**src/rtl/sidc_cfg.svh**
```systemverilog
// register map, field positions and reset values of the irq/dma control block
`ifndef SIDC_CFG_SVH
`define SIDC_CFG_SVH
`define SIDC_ADDR_W       8
`define SIDC_OFS_GLOBAL   8'h04
`define SIDC_OFS_IRQ_EN   8'h08
`define SIDC_OFS_LINE_SEL 8'h0C
`define SIDC_OFS_FLAGS    8'h10
`define SIDC_BIT_FLOAT    24
`define SIDC_BIT_DMA      16
`define SIDC_BIT_GEN      24
`define SIDC_BIT_MASTER   0
`define SIDC_BIT_TX       9
`define SIDC_BIT_RX       8
`define SIDC_BIT_OVR      6
`define SIDC_BIT_BIT_MISMATCH_FLAG   4
`define SIDC_BIT_DESYNC   3
`define SIDC_BIT_PARITY   2
`define SIDC_BIT_TMO      1
`define SIDC_BIT_LEN      0
`define SIDC_SRC_MASK     10'h35F
`define SIDC_EN_MASK      32'h0101035F
`define SIDC_GLB_MASK     32'h01000001
`define SIDC_RST_REG      32'h00000000
`define SIDC_RST_SRC      10'h000
`endif

```
**src/rtl/sidc_pkg.sv**
```systemverilog
// types shared by the irq/dma control block
package sidc_pkg;
	typedef enum logic [2:0] {
		SIDC_SEL_NONE,
		SIDC_SEL_GLOBAL,
		SIDC_SEL_IRQ_EN,
		SIDC_SEL_LINE,
		SIDC_SEL_FLAGS
	} sidc_sel_t;
	typedef enum {
		SIDC_BUS_IDLE,
		SIDC_BUS_WRITE,
		SIDC_BUS_READ
	} sidc_bus_t;
endpackage

```
**src/rtl/sidc_ctrl.sv**
```systemverilog
// interrupt gating, line routing and dma requests of a serial port
//
// The register addresses and register access over AHB-Lite were left to the implementer.
`timescale 1ns/10ps
`include "sidc_cfg.svh"

// Operation
// - wait_drive_low drives wait pin low, else float enable floats it, else drive high
// - dma gate enables both dma requests
// - tx dma pulse on shift load
// - rx dma pulse on buffer copy
// - tx irq when tx enable and empty
// - tx irq rises at once if empty
// - rx irq when enable and rx full
// - overrun irq when enabled and flagged
// - bit error irq when enabled and flagged
// - desync irq enabled, master only
// - parity irq when enabled and flagged
// - timeout irq when enabled and flagged
// - length irq when enabled and flagged
// - master: early ready drop sets length fault
// - slave: early select drop sets length fault
// - tx, rx line select bits steer irqs
// - error line select bits steer irqs
// - all sources on line zero after reset
// - reserved bits read zero, ignore writes
// - tx empty set on load, cleared on write
// - rx full set on buffer copy
module sidc_ctrl
	import sidc_pkg::*;
(
	// clock and reset
	input  wire logic        clk_sys,
	input  wire logic        arst_n,
	// ahb-lite slave
	input  wire logic        hsel,
	input  wire logic [31:0] haddr,
	input  wire logic [1:0]  htrans,
	input  wire logic        hwrite,
	input  wire logic [2:0]  hsize,
	input  wire logic [31:0] hwdata,
	input  wire logic        hready,
	output logic      [31:0] hrdata,
	output logic             hreadyout,
	output logic             hresp,
	// events from the transfer engine, same clock
	input  wire logic        tx_shift_load,
	input  wire logic        tx_data_write,
	input  wire logic        rx_buffer_copy,
	input  wire logic        rx_buffer_read,
	input  wire logic        overrun_event,
	input  wire logic        bit_mismatch_event,
	input  wire logic        slave_desync_event,
	input  wire logic        parity_fault_event,
	input  wire logic        handshake_timeout_event,
	input  wire logic        char_active,
	input  wire logic        char_count_done,
	input  wire logic        handshake_mode,
	input  wire logic        chip_select_mode,
	input  wire logic        wait_drive_low,
	// pins
	input  wire logic        slave_ready_n_pin,
	input  wire logic        chip_select_n_pin,
	output logic             slave_ready_out,
	output logic             slave_ready_oe,
	// interrupt lines and dma requests
	output logic             irq_line_zero,
	output logic             irq_line_one,
	output logic             tx_dma_req,
	output logic             rx_dma_req,
	// status to the transfer engine
	output logic             global_transfer_enable,
	output logic             master_mode
);

	function automatic sidc_sel_t decode(input logic [31:0] a);
		case (a[`SIDC_ADDR_W-1:0])
		`SIDC_OFS_GLOBAL:   decode = SIDC_SEL_GLOBAL;
		`SIDC_OFS_IRQ_EN:   decode = SIDC_SEL_IRQ_EN;
		`SIDC_OFS_LINE_SEL: decode = SIDC_SEL_LINE;
		`SIDC_OFS_FLAGS:    decode = SIDC_SEL_FLAGS;
		default:            decode = SIDC_SEL_NONE;
		endcase
	endfunction

	logic             rst_meta;
	logic             rst_n;
	logic [1:0]       ready_sync;
	logic [1:0]       cs_sync;
	logic             ready_d;
	logic             cs_d;
	logic             next_ready_d;
	logic             next_cs_d;
	sidc_bus_t        bus_state;
	sidc_bus_t        next_bus_state;
	sidc_sel_t        bus_sel;
	sidc_sel_t        next_bus_sel;
	logic [31:0]      next_hrdata;
	logic [31:0]      glb;
	logic [31:0]      irq_en;
	logic [9:0]       line_sel;
	logic [9:0]       flags;
	logic [31:0]      next_glb;
	logic [31:0]      next_irq_en;
	logic [9:0]       next_line_sel;
	logic [9:0]       next_flags;
	logic [9:0]       set_vec;
	logic [9:0]       clr_vec;
	logic [9:0]       src_on;
	logic             len_fault;
	logic             dma_gate;
	logic             next_irq0;
	logic             next_irq1;
	logic             next_tx_dma;
	logic             next_rx_dma;
	logic             next_ready_out;
	logic             next_ready_oe;

	// reset release through two flops
	always_ff @(posedge clk_sys or negedge arst_n) begin
		if (!arst_n) begin
			rst_meta <= 1'b0;
			rst_n    <= 1'b0;
		end else begin
			rst_meta <= 1'b1;
			rst_n    <= rst_meta;
		end
	end

	// pin synchronisers, index 0 is the first stage
	always_ff @(posedge clk_sys or negedge rst_n) begin
		if (!rst_n) begin
			ready_sync <= 2'h3;
			cs_sync    <= 2'h3;
		end else begin
			ready_sync <= {ready_sync[0], slave_ready_n_pin};
			cs_sync    <= {cs_sync[0], chip_select_n_pin};
		end
	end

	// bus: one-cycle address phase, zero-wait data phase
	always_comb begin
		next_bus_state = SIDC_BUS_IDLE;
		next_bus_sel   = SIDC_SEL_NONE;
		next_hrdata    = hrdata;
		if (hsel && hready && htrans[1]) begin
			next_bus_sel   = decode(haddr);
			next_bus_state = hwrite ? SIDC_BUS_WRITE : SIDC_BUS_READ;
			if (!hwrite) begin
				case (decode(haddr))
				SIDC_SEL_GLOBAL: next_hrdata = glb;
				SIDC_SEL_IRQ_EN: next_hrdata = irq_en;
				SIDC_SEL_LINE:   next_hrdata = {22'h0, line_sel};
				SIDC_SEL_FLAGS:  next_hrdata = {22'h0, flags};
				default:         next_hrdata = `SIDC_RST_REG;
				endcase
			end
		end
	end

	always_ff @(posedge clk_sys or negedge rst_n) begin
		if (!rst_n) begin
			bus_state <= SIDC_BUS_IDLE;
			bus_sel   <= SIDC_SEL_NONE;
			hrdata    <= `SIDC_RST_REG;
		end else begin
			bus_state <= next_bus_state;
			bus_sel   <= next_bus_sel;
			hrdata    <= next_hrdata;
		end
	end

	assign hreadyout = 1'b1;
	assign hresp     = 1'b0;

	// length fault: early release of ready or select mid character
	always_comb begin
		next_ready_d = ready_sync[1];
		next_cs_d    = cs_sync[1];
		len_fault    = 1'b0;
		if (glb[`SIDC_BIT_MASTER] && handshake_mode && char_active &&
				!char_count_done && ready_sync[1] && !ready_d)
			len_fault = 1'b1;
		if (!glb[`SIDC_BIT_MASTER] && chip_select_mode && char_active &&
				!char_count_done && cs_sync[1] && !cs_d)
			len_fault = 1'b1;
	end

	always_ff @(posedge clk_sys or negedge rst_n) begin
		if (!rst_n) begin
			ready_d <= 1'b1;
			cs_d    <= 1'b1;
		end else begin
			ready_d <= next_ready_d;
			cs_d    <= next_cs_d;
		end
	end

	// registers and flags; a hardware set wins over a clear
	always_comb begin
		next_glb      = glb;
		next_irq_en   = irq_en;
		next_line_sel = line_sel;
		set_vec       = `SIDC_RST_SRC;
		clr_vec       = `SIDC_RST_SRC;
		set_vec[`SIDC_BIT_TX]     = tx_shift_load;
		set_vec[`SIDC_BIT_RX]     = rx_buffer_copy;
		set_vec[`SIDC_BIT_OVR]    = overrun_event;
		set_vec[`SIDC_BIT_BIT_MISMATCH_FLAG] = bit_mismatch_event;
		set_vec[`SIDC_BIT_DESYNC] = slave_desync_event;
		set_vec[`SIDC_BIT_PARITY] = parity_fault_event;
		set_vec[`SIDC_BIT_TMO]    = handshake_timeout_event;
		set_vec[`SIDC_BIT_LEN]    = len_fault;
		clr_vec[`SIDC_BIT_TX]     = tx_data_write;
		clr_vec[`SIDC_BIT_RX]     = rx_buffer_read;
		if (bus_state == SIDC_BUS_WRITE) begin
			case (bus_sel)
			SIDC_SEL_GLOBAL: next_glb = hwdata & `SIDC_GLB_MASK;
			SIDC_SEL_IRQ_EN: next_irq_en = hwdata & `SIDC_EN_MASK;
			SIDC_SEL_LINE:   next_line_sel = hwdata[9:0] & `SIDC_SRC_MASK;
			SIDC_SEL_FLAGS:  clr_vec = clr_vec | (hwdata[9:0] & `SIDC_SRC_MASK);
			default:         next_glb = glb;
			endcase
		end
		next_flags = (flags & ~clr_vec) | set_vec;
		if (!glb[`SIDC_BIT_GEN])
			next_flags = `SIDC_RST_SRC;
	end

	always_ff @(posedge clk_sys or negedge rst_n) begin
		if (!rst_n) begin
			glb      <= `SIDC_RST_REG;
			irq_en   <= `SIDC_RST_REG;
			line_sel <= `SIDC_RST_SRC;
			flags    <= `SIDC_RST_SRC;
		end else begin
			glb      <= next_glb;
			irq_en   <= next_irq_en;
			line_sel <= next_line_sel;
			flags    <= next_flags;
		end
	end

	assign global_transfer_enable = glb[`SIDC_BIT_GEN];
	assign master_mode            = glb[`SIDC_BIT_MASTER];
	assign dma_gate               = irq_en[`SIDC_BIT_DMA];

	// per-source gating; desync only counts as master
	genvar gi;
	generate
		for (gi = 0; gi < 10; gi++) begin : g_src
			if (gi == `SIDC_BIT_DESYNC) begin : g_ds
				assign src_on[gi] = flags[gi] && irq_en[gi] &&
						glb[`SIDC_BIT_MASTER];
			end else begin : g_pl
				assign src_on[gi] = flags[gi] && irq_en[gi];
			end
		end
	endgenerate

	// routing, dma pulses and the wait pin
	always_comb begin
		next_irq0   = |(src_on & ~line_sel);
		next_irq1   = |(src_on & line_sel);
		next_tx_dma = dma_gate && tx_shift_load;
		next_rx_dma = dma_gate && rx_buffer_copy;
		next_ready_out = 1'b1;
		next_ready_oe  = 1'b1;
		if (wait_drive_low)
			next_ready_out = 1'b0;
		else if (irq_en[`SIDC_BIT_FLOAT])
			next_ready_oe = 1'b0;
	end

	always_ff @(posedge clk_sys or negedge rst_n) begin
		if (!rst_n) begin
			irq_line_zero   <= 1'b0;
			irq_line_one    <= 1'b0;
			tx_dma_req      <= 1'b0;
			rx_dma_req      <= 1'b0;
			slave_ready_out <= 1'b1;
			slave_ready_oe  <= 1'b1;
		end else begin
			irq_line_zero   <= next_irq0;
			irq_line_one    <= next_irq1;
			tx_dma_req      <= next_tx_dma;
			rx_dma_req      <= next_rx_dma;
			slave_ready_out <= next_ready_out;
			slave_ready_oe  <= next_ready_oe;
		end
	end
endmodule

```
**config.mk**
```make
export PLATFORM = sky130hd
export DESIGN_NAME = sidc_ctrl
export DESIGN_NICKNAME = d
export VERILOG_FILES = /design/src/rtl/sidc_pkg.sv /design/src/rtl/sidc_ctrl.sv
export VERILOG_INCLUDE_DIRS = /design/src /design/src/rtl
export SDC_FILE = /design/constraint.sdc
export NUM_CORES = 1
export LEC_CHECK = 0
export BUFFER_PORTS_ARGS = -buffer_cell sky130_fd_sc_hd__buf_2
export CORE_AREA = 2 2 78 80
export CTS_CLUSTER_DIAMETER = 50
export DETAILED_ROUTE_END_ITERATION = 12
export DIE_AREA = 0 0 80 82
export PLACE_DENSITY = 0.83
export SLEW_MARGIN = 20
export SYNTH_ARGS = -nofsm -noshare
export SYNTH_HDL_FRONTEND = slang
export SYNTH_SLANG_ARGS = --single-unit
```
**constraint.sdc**
```tcl
create_clock -name clk_sys -period 2.83 [get_ports clk_sys]
set_clock_uncertainty 0.1 [all_clocks]
set_input_delay 0.4245 -clock clk_sys [delete_from_list [all_inputs] [get_ports clk_sys]]
set_output_delay 0.4245 -clock clk_sys [all_outputs]
set_load 0.05 [all_outputs]
```
* After elaboration in Yosys (flattened, before gate mapping)
Index checks and enable logic that the tools add are counted.
** Word-level totals
- Bits in registers :: 111
- Bits of input ports :: 90
- Output and inout port bits :: 42
- Logic and storage cells :: 88
** Operators by class
- Equal/unequal tests :: 13
- Muxes and demuxes :: 15
- Bitwise gates (word level) :: 8
- Reduce and logical (&&, ||, !) cells :: 33
** Operator list (count)
- 25-bit case mux with 4 select lines :: 1
- 32-bit by 2-bit == test with 1-bit output, second input constant :: 1
- 10-bit bitwise AND :: 3
- 10-bit 2-to-1 mux :: 3
- 1-bit logical AND :: 23
- 10-bit NOT :: 2
- 10-bit OR :: 2
- 10-bit OR reduction :: 2
- 8-bit by 4-bit == test with 1-bit output, second input constant :: 2
- 3-bit by 2-bit == test with 1-bit output, second input constant :: 4
- 3-bit case mux with 4 select lines :: 1
- 3-bit 2-to-1 mux :: 3
- 8-bit by 3-bit == test with 1-bit output, second input constant :: 1
- 8-bit by 5-bit == test with 1-bit output, second input constant :: 1
- 2-bit AND reduction :: 4
- 3-bit by 1-bit == test with 1-bit output, second input constant :: 2
- 3-bit == test, second input constant :: 2
- 1-bit 2-to-1 mux :: 5
- 1-bit zero test :: 4
- 2-bit 2-to-1 mux :: 2
- 1-bit NOT :: 1

* Depth between registers and ports, before layout
Gate-level depths: netlist of run 1.
- Depth after elaboration :: 9
- Gate-level depth with buffers :: 5
- Mapped depth without buffers :: 3

* Worst setup path before layout of run 1
No wires, ideal clock.
- Path type :: input port to flip-flop
- Start point :: input port haddr[2]
- End point :: register hrdata[2]
- Setup time :: 0.134 ns
- Data arrival time :: 1.313 ns
- Required time :: 2.596 ns
- Setup slack :: 1.283 ns
- Stages on the path :: 5
- Path buffers :: 2
- Cell sequence :: buf_2 > buf_2 > mux2_1 > a22oi_1 > o31ai_1
** On the way
- Word-level cells in the longest chain between the ends :: 6
** RTL lines
- start: declaration :: line sidc_ctrl.sv:37 : input wire logic [31:0] haddr,
- 8-bit by 5-bit == test with 1-bit output, or another cell as far along :: line sidc_ctrl.sv:77 : case (a[`SIDC_ADDR_W-1:0])
- 3-bit case mux with 4 select lines (*) :: line sidc_ctrl.sv:77
- 3-bit 2-to-1 mux (*) :: line sidc_ctrl.sv:149 : if (!hwrite) begin
- 3-bit 2-to-1 mux (*) :: line sidc_ctrl.sv:146 : if (hsel && hready && htrans[1]) begin
- 3-bit == test, or another cell as far along :: line sidc_ctrl.sv:150 : case (decode(haddr))
- 25-bit case mux with 4 select lines (*) :: line sidc_ctrl.sv:150
- end signal: assignment :: line sidc_ctrl.sv:165 : hrdata <= `SIDC_RST_REG;
- end signal: assignment :: line sidc_ctrl.sv:169 : hrdata <= next_hrdata;
- end: declaration :: line sidc_ctrl.sv:43 : output logic [31:0] hrdata,
Mark *: on every way between the ends. The rest lies on a longest branch, timed or not. The select of a mux whose other input is x is not followed.
A chain may end at the register's enable or synchronous reset.

* Final worst setup path of run 1
- Start point :: register bus_state[1]
- End point :: register irq_en[1]
** On the way
- Word-level cells in the longest chain between the ends :: 2
** RTL lines
- start: declaration :: line sidc_ctrl.sv:94 : sidc_bus_t bus_state;
- start signal: assignment :: line sidc_ctrl.sv:167 : bus_state <= next_bus_state;
- 32-bit by 2-bit == test with 1-bit output :: line sidc_ctrl.sv:216 : if (bus_state == SIDC_BUS_WRITE) begin
- 2-bit AND reduction (no line)
- end signal: assignment :: line sidc_ctrl.sv:233 : irq_en <= `SIDC_RST_REG;
- end signal: assignment :: line sidc_ctrl.sv:238 : irq_en <= next_irq_en;
- end: declaration :: line sidc_ctrl.sv:100 : logic [31:0] irq_en;
Every way passes these cells.

==> results of run 1 <==
-- worst paths after layout --
kind,end,slack (ns),depth (start not counted)
min reg2reg,irq_en[24]$_DFFE_PN0P_,0.09,0
max,irq_en[1]$_DFFE_PN0P_,0.80,4
max in group asynchronous,line_sel[6]$_DFFE_PN0P_,1.94,1
min,irq_en[24]$_DFFE_PN0P_,0.09,0
max reg2reg,irq_en[1]$_DFFE_PN0P_,0.80,4
min in group clk_sys,ready_sync[0]$_DFF_PN1_,0.09,1
-- cells in the final DEF (no fill, tap or decap), types with 5 or more instances in the layout --
master / count
dfstp_2: 8
mux2_1: 28
o31ai_1: 10
o21a_1: 8
nand3b_1: 6
conb_1: 23
nand3_1: 7
a22oi_1: 7
inv_1: 8
a41oi_1: 8
clkbuf_8: 10
buf_2: 59
nand2_1: 16
nor2_1: 5
dfrtp_1: 49
-- what timing repair did --
item,CTS,global route
buffers inserted,0,0
resized for setup,0,0
hold buffers,1,0
setup endpoints to repair,0,0
endpoints found under the hold margin,2,0
-- metal layers --
layer	wire length (um)	share of wire, %	vias up	track usage, %
met5	0	0	-	0
met4	166	2.9	0	10.5
met3	453	8.0	14	4.51
met2	2710	48	89	29.1
met1	2300	41	976	23.4
li1	-	-	911	-
-- through the flow --
stage | hold slack [ns] | cell area [um^2] | total power, mW
6_report | 0.0888 | 3250 | 1.79
5_1_grt | 0.0805 | 3250 | 1.86
4_1_cts | 0.0836 | 3250 | 1.80
3_5_place_dp | 0.0996 | 3050 | 1.07
3_3_place_gp | 0.0899 | 3050 | 1.07
2_1_floorplan | 0.0289 | 2850 | 1.04
-- report_power, final --
part / internal (mW) / switching (mW)
clock: 0.429 / 0.306
sequential: 0.857 / 0.0206
combinational: 0.0503 / 0.130
total: 1.34 / 0.456
-- registers in the layout (all words and copies together) (netlist names), 2 cells and up --
register    count
bus_sel         3
bus_state       2
hrdata         11
ready_sync      2
irq_en         10
glb             2
cs_sync         2
flags           8
line_sel        8
-- logic make-up after synthesis --
| kind of cell | Yosys count | synth area share, % |
|---|---|---|
| other | 2 | 0.271 |
| AND/OR/NAND/NOR | 60 | 14.8 |
| AO/OA/AOI/OAI | 41 | 11.9 |
| multiplexers | 28 | 11.4 |
| buffers and inverters | 41 | 8.90 |
| flip-flops | 58 | 52.8 |
-- area by class of cell --
| class | instances | area (um^2) | area share, % |
|---|---|---|---|
| flip-flops and latches | 58 | 1460 | 45.0 |
| multi-input cells | 152 | 1140 | 35.1 |
| repair buffers | 63 | 328 | 10.1 |
| clock buffers | 13 | 149 | 4.58 |
| well taps | 75 | 93.8 | 2.89 |
| clock inverters | 3 | 40.0 | 1.23 |
| inverters | 9 | 33.8 | 1.04 |
==> summary.md, run 1 <==
Headroom to the max-slew limit came out at 45.6%. For this run, asynchronously set or reset flops after synthesis account for 100%. The buffer and inverter count on the worst path is 1.

Final wirelength: 5630 um. Layout-stage area growth over the synthesis result: 17.3%. The tree built by TritonCTS fans out to 58 sinks.

In this run the vertical extent of the chip is 82 um. Clock-pin slew was measured on the worst setup and hold paths at 0.06 ns. The tools report the sum of negative setup slack as 0 ns. At the worst endpoint, the required time is 2.94 ns. In the finished design, the share of the clock period the worst path needs comes to 71.9%.

Setup violations remaining at the end of the flow were counted as 0. The worst setup path is of the reg -> reg kind. Buffers placed on the I/O ports in this run total 59. The logs give 132 for the total I/O pin count and 9 for the number of buffers created by CTS. The die is 80 um wide.

On the critical path, the stage with the largest delay is an instance of nand4bb_1. The global placer's final weighted congestion was 0.784. After detailed routing, the average wire length per cell comes to 15.1 um. The final route contains 1990 vias.

The final period demand of the worst path is 2.03 ns, and the final layout net count is 383. The timing-limited maximum frequency is 492 MHz. The max-slew violation count is 0. For this run, design rule violations remaining after detail routing come to 0. In this run the power density over the cells is 552 nW/um^2.

The HPWL after detailed placement came out at 4100 um. The number of synthesized flops with an enable pin came out at 0. The via count of the first global-routing pass was 1898; the final standard cell utilization of the core was 56.5%. Most common cell in the netlist: dfrtp_1. Setup repair after global routing left no endpoint under its margin. Endpoint type of the worst setup path: a flop. Of the synthesized area, sequential elements account for 52.8%. The CTS root buffer is clkbuf_8. The share of the synthesized area in the top cell type came out at 45.2%. VDD sags by at most 0.000358 V.

The cell count after synthesis came out at 230. The netlist area before placement is 2770 um^2, and the initial antenna violation count is 0. For the worst setup path, the data arrival time is 2.14 ns. The netlist uses 43 different library cells. The tools report the start point of the critical path as bus_state[1]$_DFF_PN0_.

The signal on the critical path passes through nor2b_1 > buf_4 > nand4bb_1 > mux2_1. Gate family responsible for the most delay along the worst path: simple AND/OR/NAND/NOR gates. Number of warning messages in the yosys log: 0. The worst register-to-register path begins at bus_state[1]$_DFF_PN0_.

Counting flops and latches in the post-synthesis netlist gives 58. Across the run, the number of max-cap violations was 0. The count of routing violations after the opening detailed-route iteration was 138. TritonCTS built the clock tree. The worst setup path is launched from a flop.

The tools report the placement-stage worst setup slack as 0.807 ns. On the worst path, the slowest cell contributes a delay of 0.59 ns. A synthesized cell averages 12.0 um^2. The tools report the maximum level of the CTS H-tree as 3. The insertion delay to the later sink of the worst-skew pair was 0.33 ns; the largest driver fanout on the critical path was 11.

The tools report the number of hold violations in the final report as 0. Entering global routing, the biggest net connects 23 pins. The total area inside the core boundary comes to 5750 um^2. The transition time of the tightest slew-check pin is 0.812 ns. Dividing the detail-routed via count by the number of cells gives 5.34. The run finished with clean final reports. Sorting the synthesized cells by how often they occur yields dfrtp_1, mux2_1, buf_4, nand2_1, o31ai_1.

Number of iterations in the first detailed-routing pass: 4. Summed over all layers, the global routing overflow is 0. The classification of the worst-slack hold path was reg -> async. Ranked by total cell area, the synthesized netlist is headed by dfrtp_1, mux2_1, dfstp_2, buf_4, o31ai_1. In this run the deepest clock path goes through 2 buffers.

The first global-routing pass estimated 9030 um of wire. In the post-route analysis, the smallest setup slack over all paths is 0.796 ns. The die covers 6560 um^2.

The count of nets left with antenna violations once routing finished came out at 0. The final instance count without filler cells was 373; the total number of placement rows was 28. The analysis attributes to cell leakage a power of 1.55 nW. The initial utilization of the core area, before any placement, comes to 48.2%. The fill cell total of the finished layout was 496. The overall fraction of global-route tracks in use is 18.5%. Of the cells placed in the final design, the portion with a size suffix greater than 1 is 30.5%.

For the number of antenna cells inserted, the log shows 0. Cell taking the most area after synthesis: dfrtp_1. The top flip-flop cell by instance count after synthesis is dfrtp_1. The number of cells after detailed placement came out at 356.
Note: power is estimated with default switching activity, not from simulation.
==> run 2: changes to the inputs <==
Settings changed: CORE_AREA 2 2 78 80 to 2 2 81 83, DIE_AREA 0 0 80 82 to 0 0 83 85, PLACE_DENSITY 0.83 to 0.78.
Clock period 2.83 ns to 2 ns, I/O delays scaled along.
==> run 2 against run 1 <==
Against the previous run: cell area grew 2.5%; worst setup slack got worse by 0.48 ns; sequential share of layout area decreased by 1.1 points; cell count up 2.1%; flip-flop and latch count is the same; first-iteration DRC count up 8.7%; critical endpoint is now irq_en[4]$_DFFE_PN0P_; via count shrank 0.20%.
==> summary.md, run 2 (synthesis results as in run 1) <==
The flow ran to the end, and the final reports show no timing, DRC or antenna violations. The logs give 6200 um^2 (+8.0%) for the placeable core region and 1.58 nW (+2.4%) for the leakage power. Number of buffers inserted by port buffering: 59 (unchanged). The count of routing violations after the opening detailed-route iteration is 150 (+8.7%), and the insertion delay to the later sink of the worst-skew pair is 0.33 ns (about the same). The data arrival time at the worst-slack endpoint came out at 1.79 ns (-0.35 ns).

The clock tree buffer depth is 2 (unchanged). The maximum ir drop on the vdd rail is 0.000539 V (+51%). The first-pass GRT wire length is 9580 um (+6.2%), and the depth of the worst register-to-register path is 4 (unchanged). The run gives 0 (unchanged) as the initial antenna violation count. The number of iterations in the first detailed-routing pass is 4 (unchanged). The slowest stage of the critical path is the nor2b_1 cell. Number of cells after detailed placement: 361 (+1.4%). The initial core utilization is 44.6% (-3.6 points), and the via-per-instance ratio is 5.21 (-2.3%). The tightest min-delay check is of the in -> reg type. The library cell used most frequently in the layout, excluding fill and tap cells, is buf_2. The tree is rooted in a clkbuf_8. Largest driver fanout on the critical path: 6 (-5). The final number of setup-violating endpoints came out at 0 (unchanged).

The flip-flop count of the largest register after layout is 11 (unchanged). The total number of placement rows is 29 (+3.6%), and the total I/O pin count is 132 (unchanged). The share of layout cells above drive strength 1 was 31.6% (+1.0 points); the number of buffers added for setup after CTS was 0 (unchanged). The die width works out to 83 um (+3.8%). For the final wirelength, the log shows 5830 um (+3.5%).

The buffer and inverter count on the worst path was 1 (unchanged); the max-slew violation count was 0 (unchanged). The final instance count without filler cells was 381 (+2.1%); the maximum level of the CTS H-tree was 3 (unchanged). The endpoint required time on the critical path was 2.11 ns (-0.83 ns). The signal on the critical path passes through nor2b_1 > nand4bb_1 > buf_4 > mux2_1.

The layout-stage area growth over the synthesis result is 20.1%, and the number of antenna cells inserted is 0 (unchanged). The total global routing overflow is 0 (unchanged), and the number of cells on the critical path is 4 (unchanged). The run gives 0 (unchanged) as the post-CTS resize count.

The clock net sink count was 58 (unchanged); the die area was 7060 um^2 (+7.5%). The clock transition time at the flip-flop clock pins of the worst setup and hold paths came out at 0.06 ns (about the same). The number of nets with antenna violations after routing was 0 (unchanged); the number of buffers created by CTS was 9 (unchanged). The total power divided by cell area is 768 nW/um^2 (+39%). The worst setup path is captured at a flop. The global placer's final weighted congestion is 0.867 (+11%). The vertical die dimension came out at 85 um (+3.7%). The HPWL after detailed placement was 4240 um (+3.3%). Via count of the first global-routing pass: 2026 (+6.7%).

The final period demand of the worst path works out to 1.68 ns (-0.351 ns). Setup repair after global routing left no endpoint under its margin. The number of cells traversed by the worst hold path came out at 2.

The run gives 0 (unchanged) as the residual DRC count. The period utilization is 84.2% (+12 points). The tools report the final standard cell utilization of the core as 53.6% (-2.9 points).

The library cells used most frequently in the layout, excluding fill and tap cells, are buf_2, dfrtp_1, mux2_1. The largest register by flop count is hrdata. For the final layout net count, the log shows 389 (+1.6%). Total number of vias: 1986 (-0.20%).

The critical path's largest stage delay works out to 0.38 ns (-0.21 ns). Max-capacitance violation count: 0 (unchanged). The number of hold violations in the final report came out at 0 (unchanged). TritonCTS built the clock tree. In the final layout, the registers with the most flip-flops are hrdata (11), irq_en (10). The per-cell routed wire length is 15.3 um (+1.4%).

The run gives 2.56 mW (+43%) as the overall power. The run gives 525 (+5.8%) as the fill cell total of the finished layout. The setup path with the least slack is of type reg -> reg. The sum of negative setup slack came out at 0 ns (unchanged). Maximum number of pins on one net before global-route repair: 38 (+65%).

Grouping stages by cell kind, the critical path spends the most delay in simple AND/OR/NAND/NOR gates. The overall fraction of global-route tracks in use was 17.4% (-1.0 points). Timing-limited maximum frequency: 594 MHz (+21%). The worst setup path is launched from a flop.
## run 2: per-layer routing
layer | global-route usage (%) | vias up | part of all wire, %
met3 | 5.54 | 5 | 7.6
met2 | 28.0 | 82 | 48
met4 | 5.37 | 0 | 0.91
met1 | 22.8 | 974 | 43
li1 | - | 925 | -
met5 | 0 | - | 0
## run 2: per-stage QoR
| step | hold slack, ns | worst slack, ns | instance area [um^2] |
|---|---|---|---|
| 2_1_floorplan | -0.0956 | 0.180 | 2850 |
| 3_3_place_gp | -0.0125 | 0.352 | 3090 |
| 3_5_place_dp | -0.0112 | 0.266 | 3090 |
| 4_1_cts | 0.0753 | 0.289 | 3330 |
| 5_1_grt | 0.0734 | 0.217 | 3330 |
| 6_report | 0.0843 | 0.317 | 3330 |
## run 2: timing repair
action                                 4_1_cts  5_1_grt
hold buffers                                 4        0
setup endpoints to repair                    0        0
endpoints found under the hold margin        5        0
## run 2: final cells by class
class	instances	area (um^2)	area share, %
sequential	58	1460	43.9
multi-input combinational	152	1140	34.3
inverter	9	33.8	1.02
clock inverter	1	5.00	0.150
clock buffer	15	196	5.90
timing repair buffer	69	393	11.8
tap	77	96.3	2.89
## run 2: power by group
| part | internal (mW) | leakage (nW) | switching, mW |
|---|---|---|---|
| Combinational | 0.0770 | 0.746 | 0.185 |
| Clock | 0.618 | 0.106 | 0.432 |
| Sequential | 1.21 | 0.733 | 0.0306 |
## run 2: path summary, 6_finish.rpt
check / slack (ns) / startpoint / end
setup / recovery: 0.32 / bus_state[1]$_DFF_PN0_ / irq_en[4]$_DFFE_PN0P_
hold / removal: 0.08 / parity_fault_event / flags[2]$_DFF_PN0_
setup reg to reg: 0.32 / bus_state[1]$_DFF_PN0_ / irq_en[4]$_DFFE_PN0P_
hold reg to reg: 0.12 / rst_n$_DFF_PN0_ / bus_sel[1]$_DFF_PN0_
max in group asynchronous: 1.08 / rst_n$_DFF_PN0_ / ready_sync[0]$_DFF_PN1_
min in group asynchronous: 0.12 / rst_n$_DFF_PN0_ / bus_sel[1]$_DFF_PN0_
## run 2: worst reg2reg max path: stages, from the launching register on
cell and delay (ns):
dfrtp_1 0.36, nor2b_1 0.38, nand4bb_1 0.20, buf_4 0.21
mux2_1 0.31
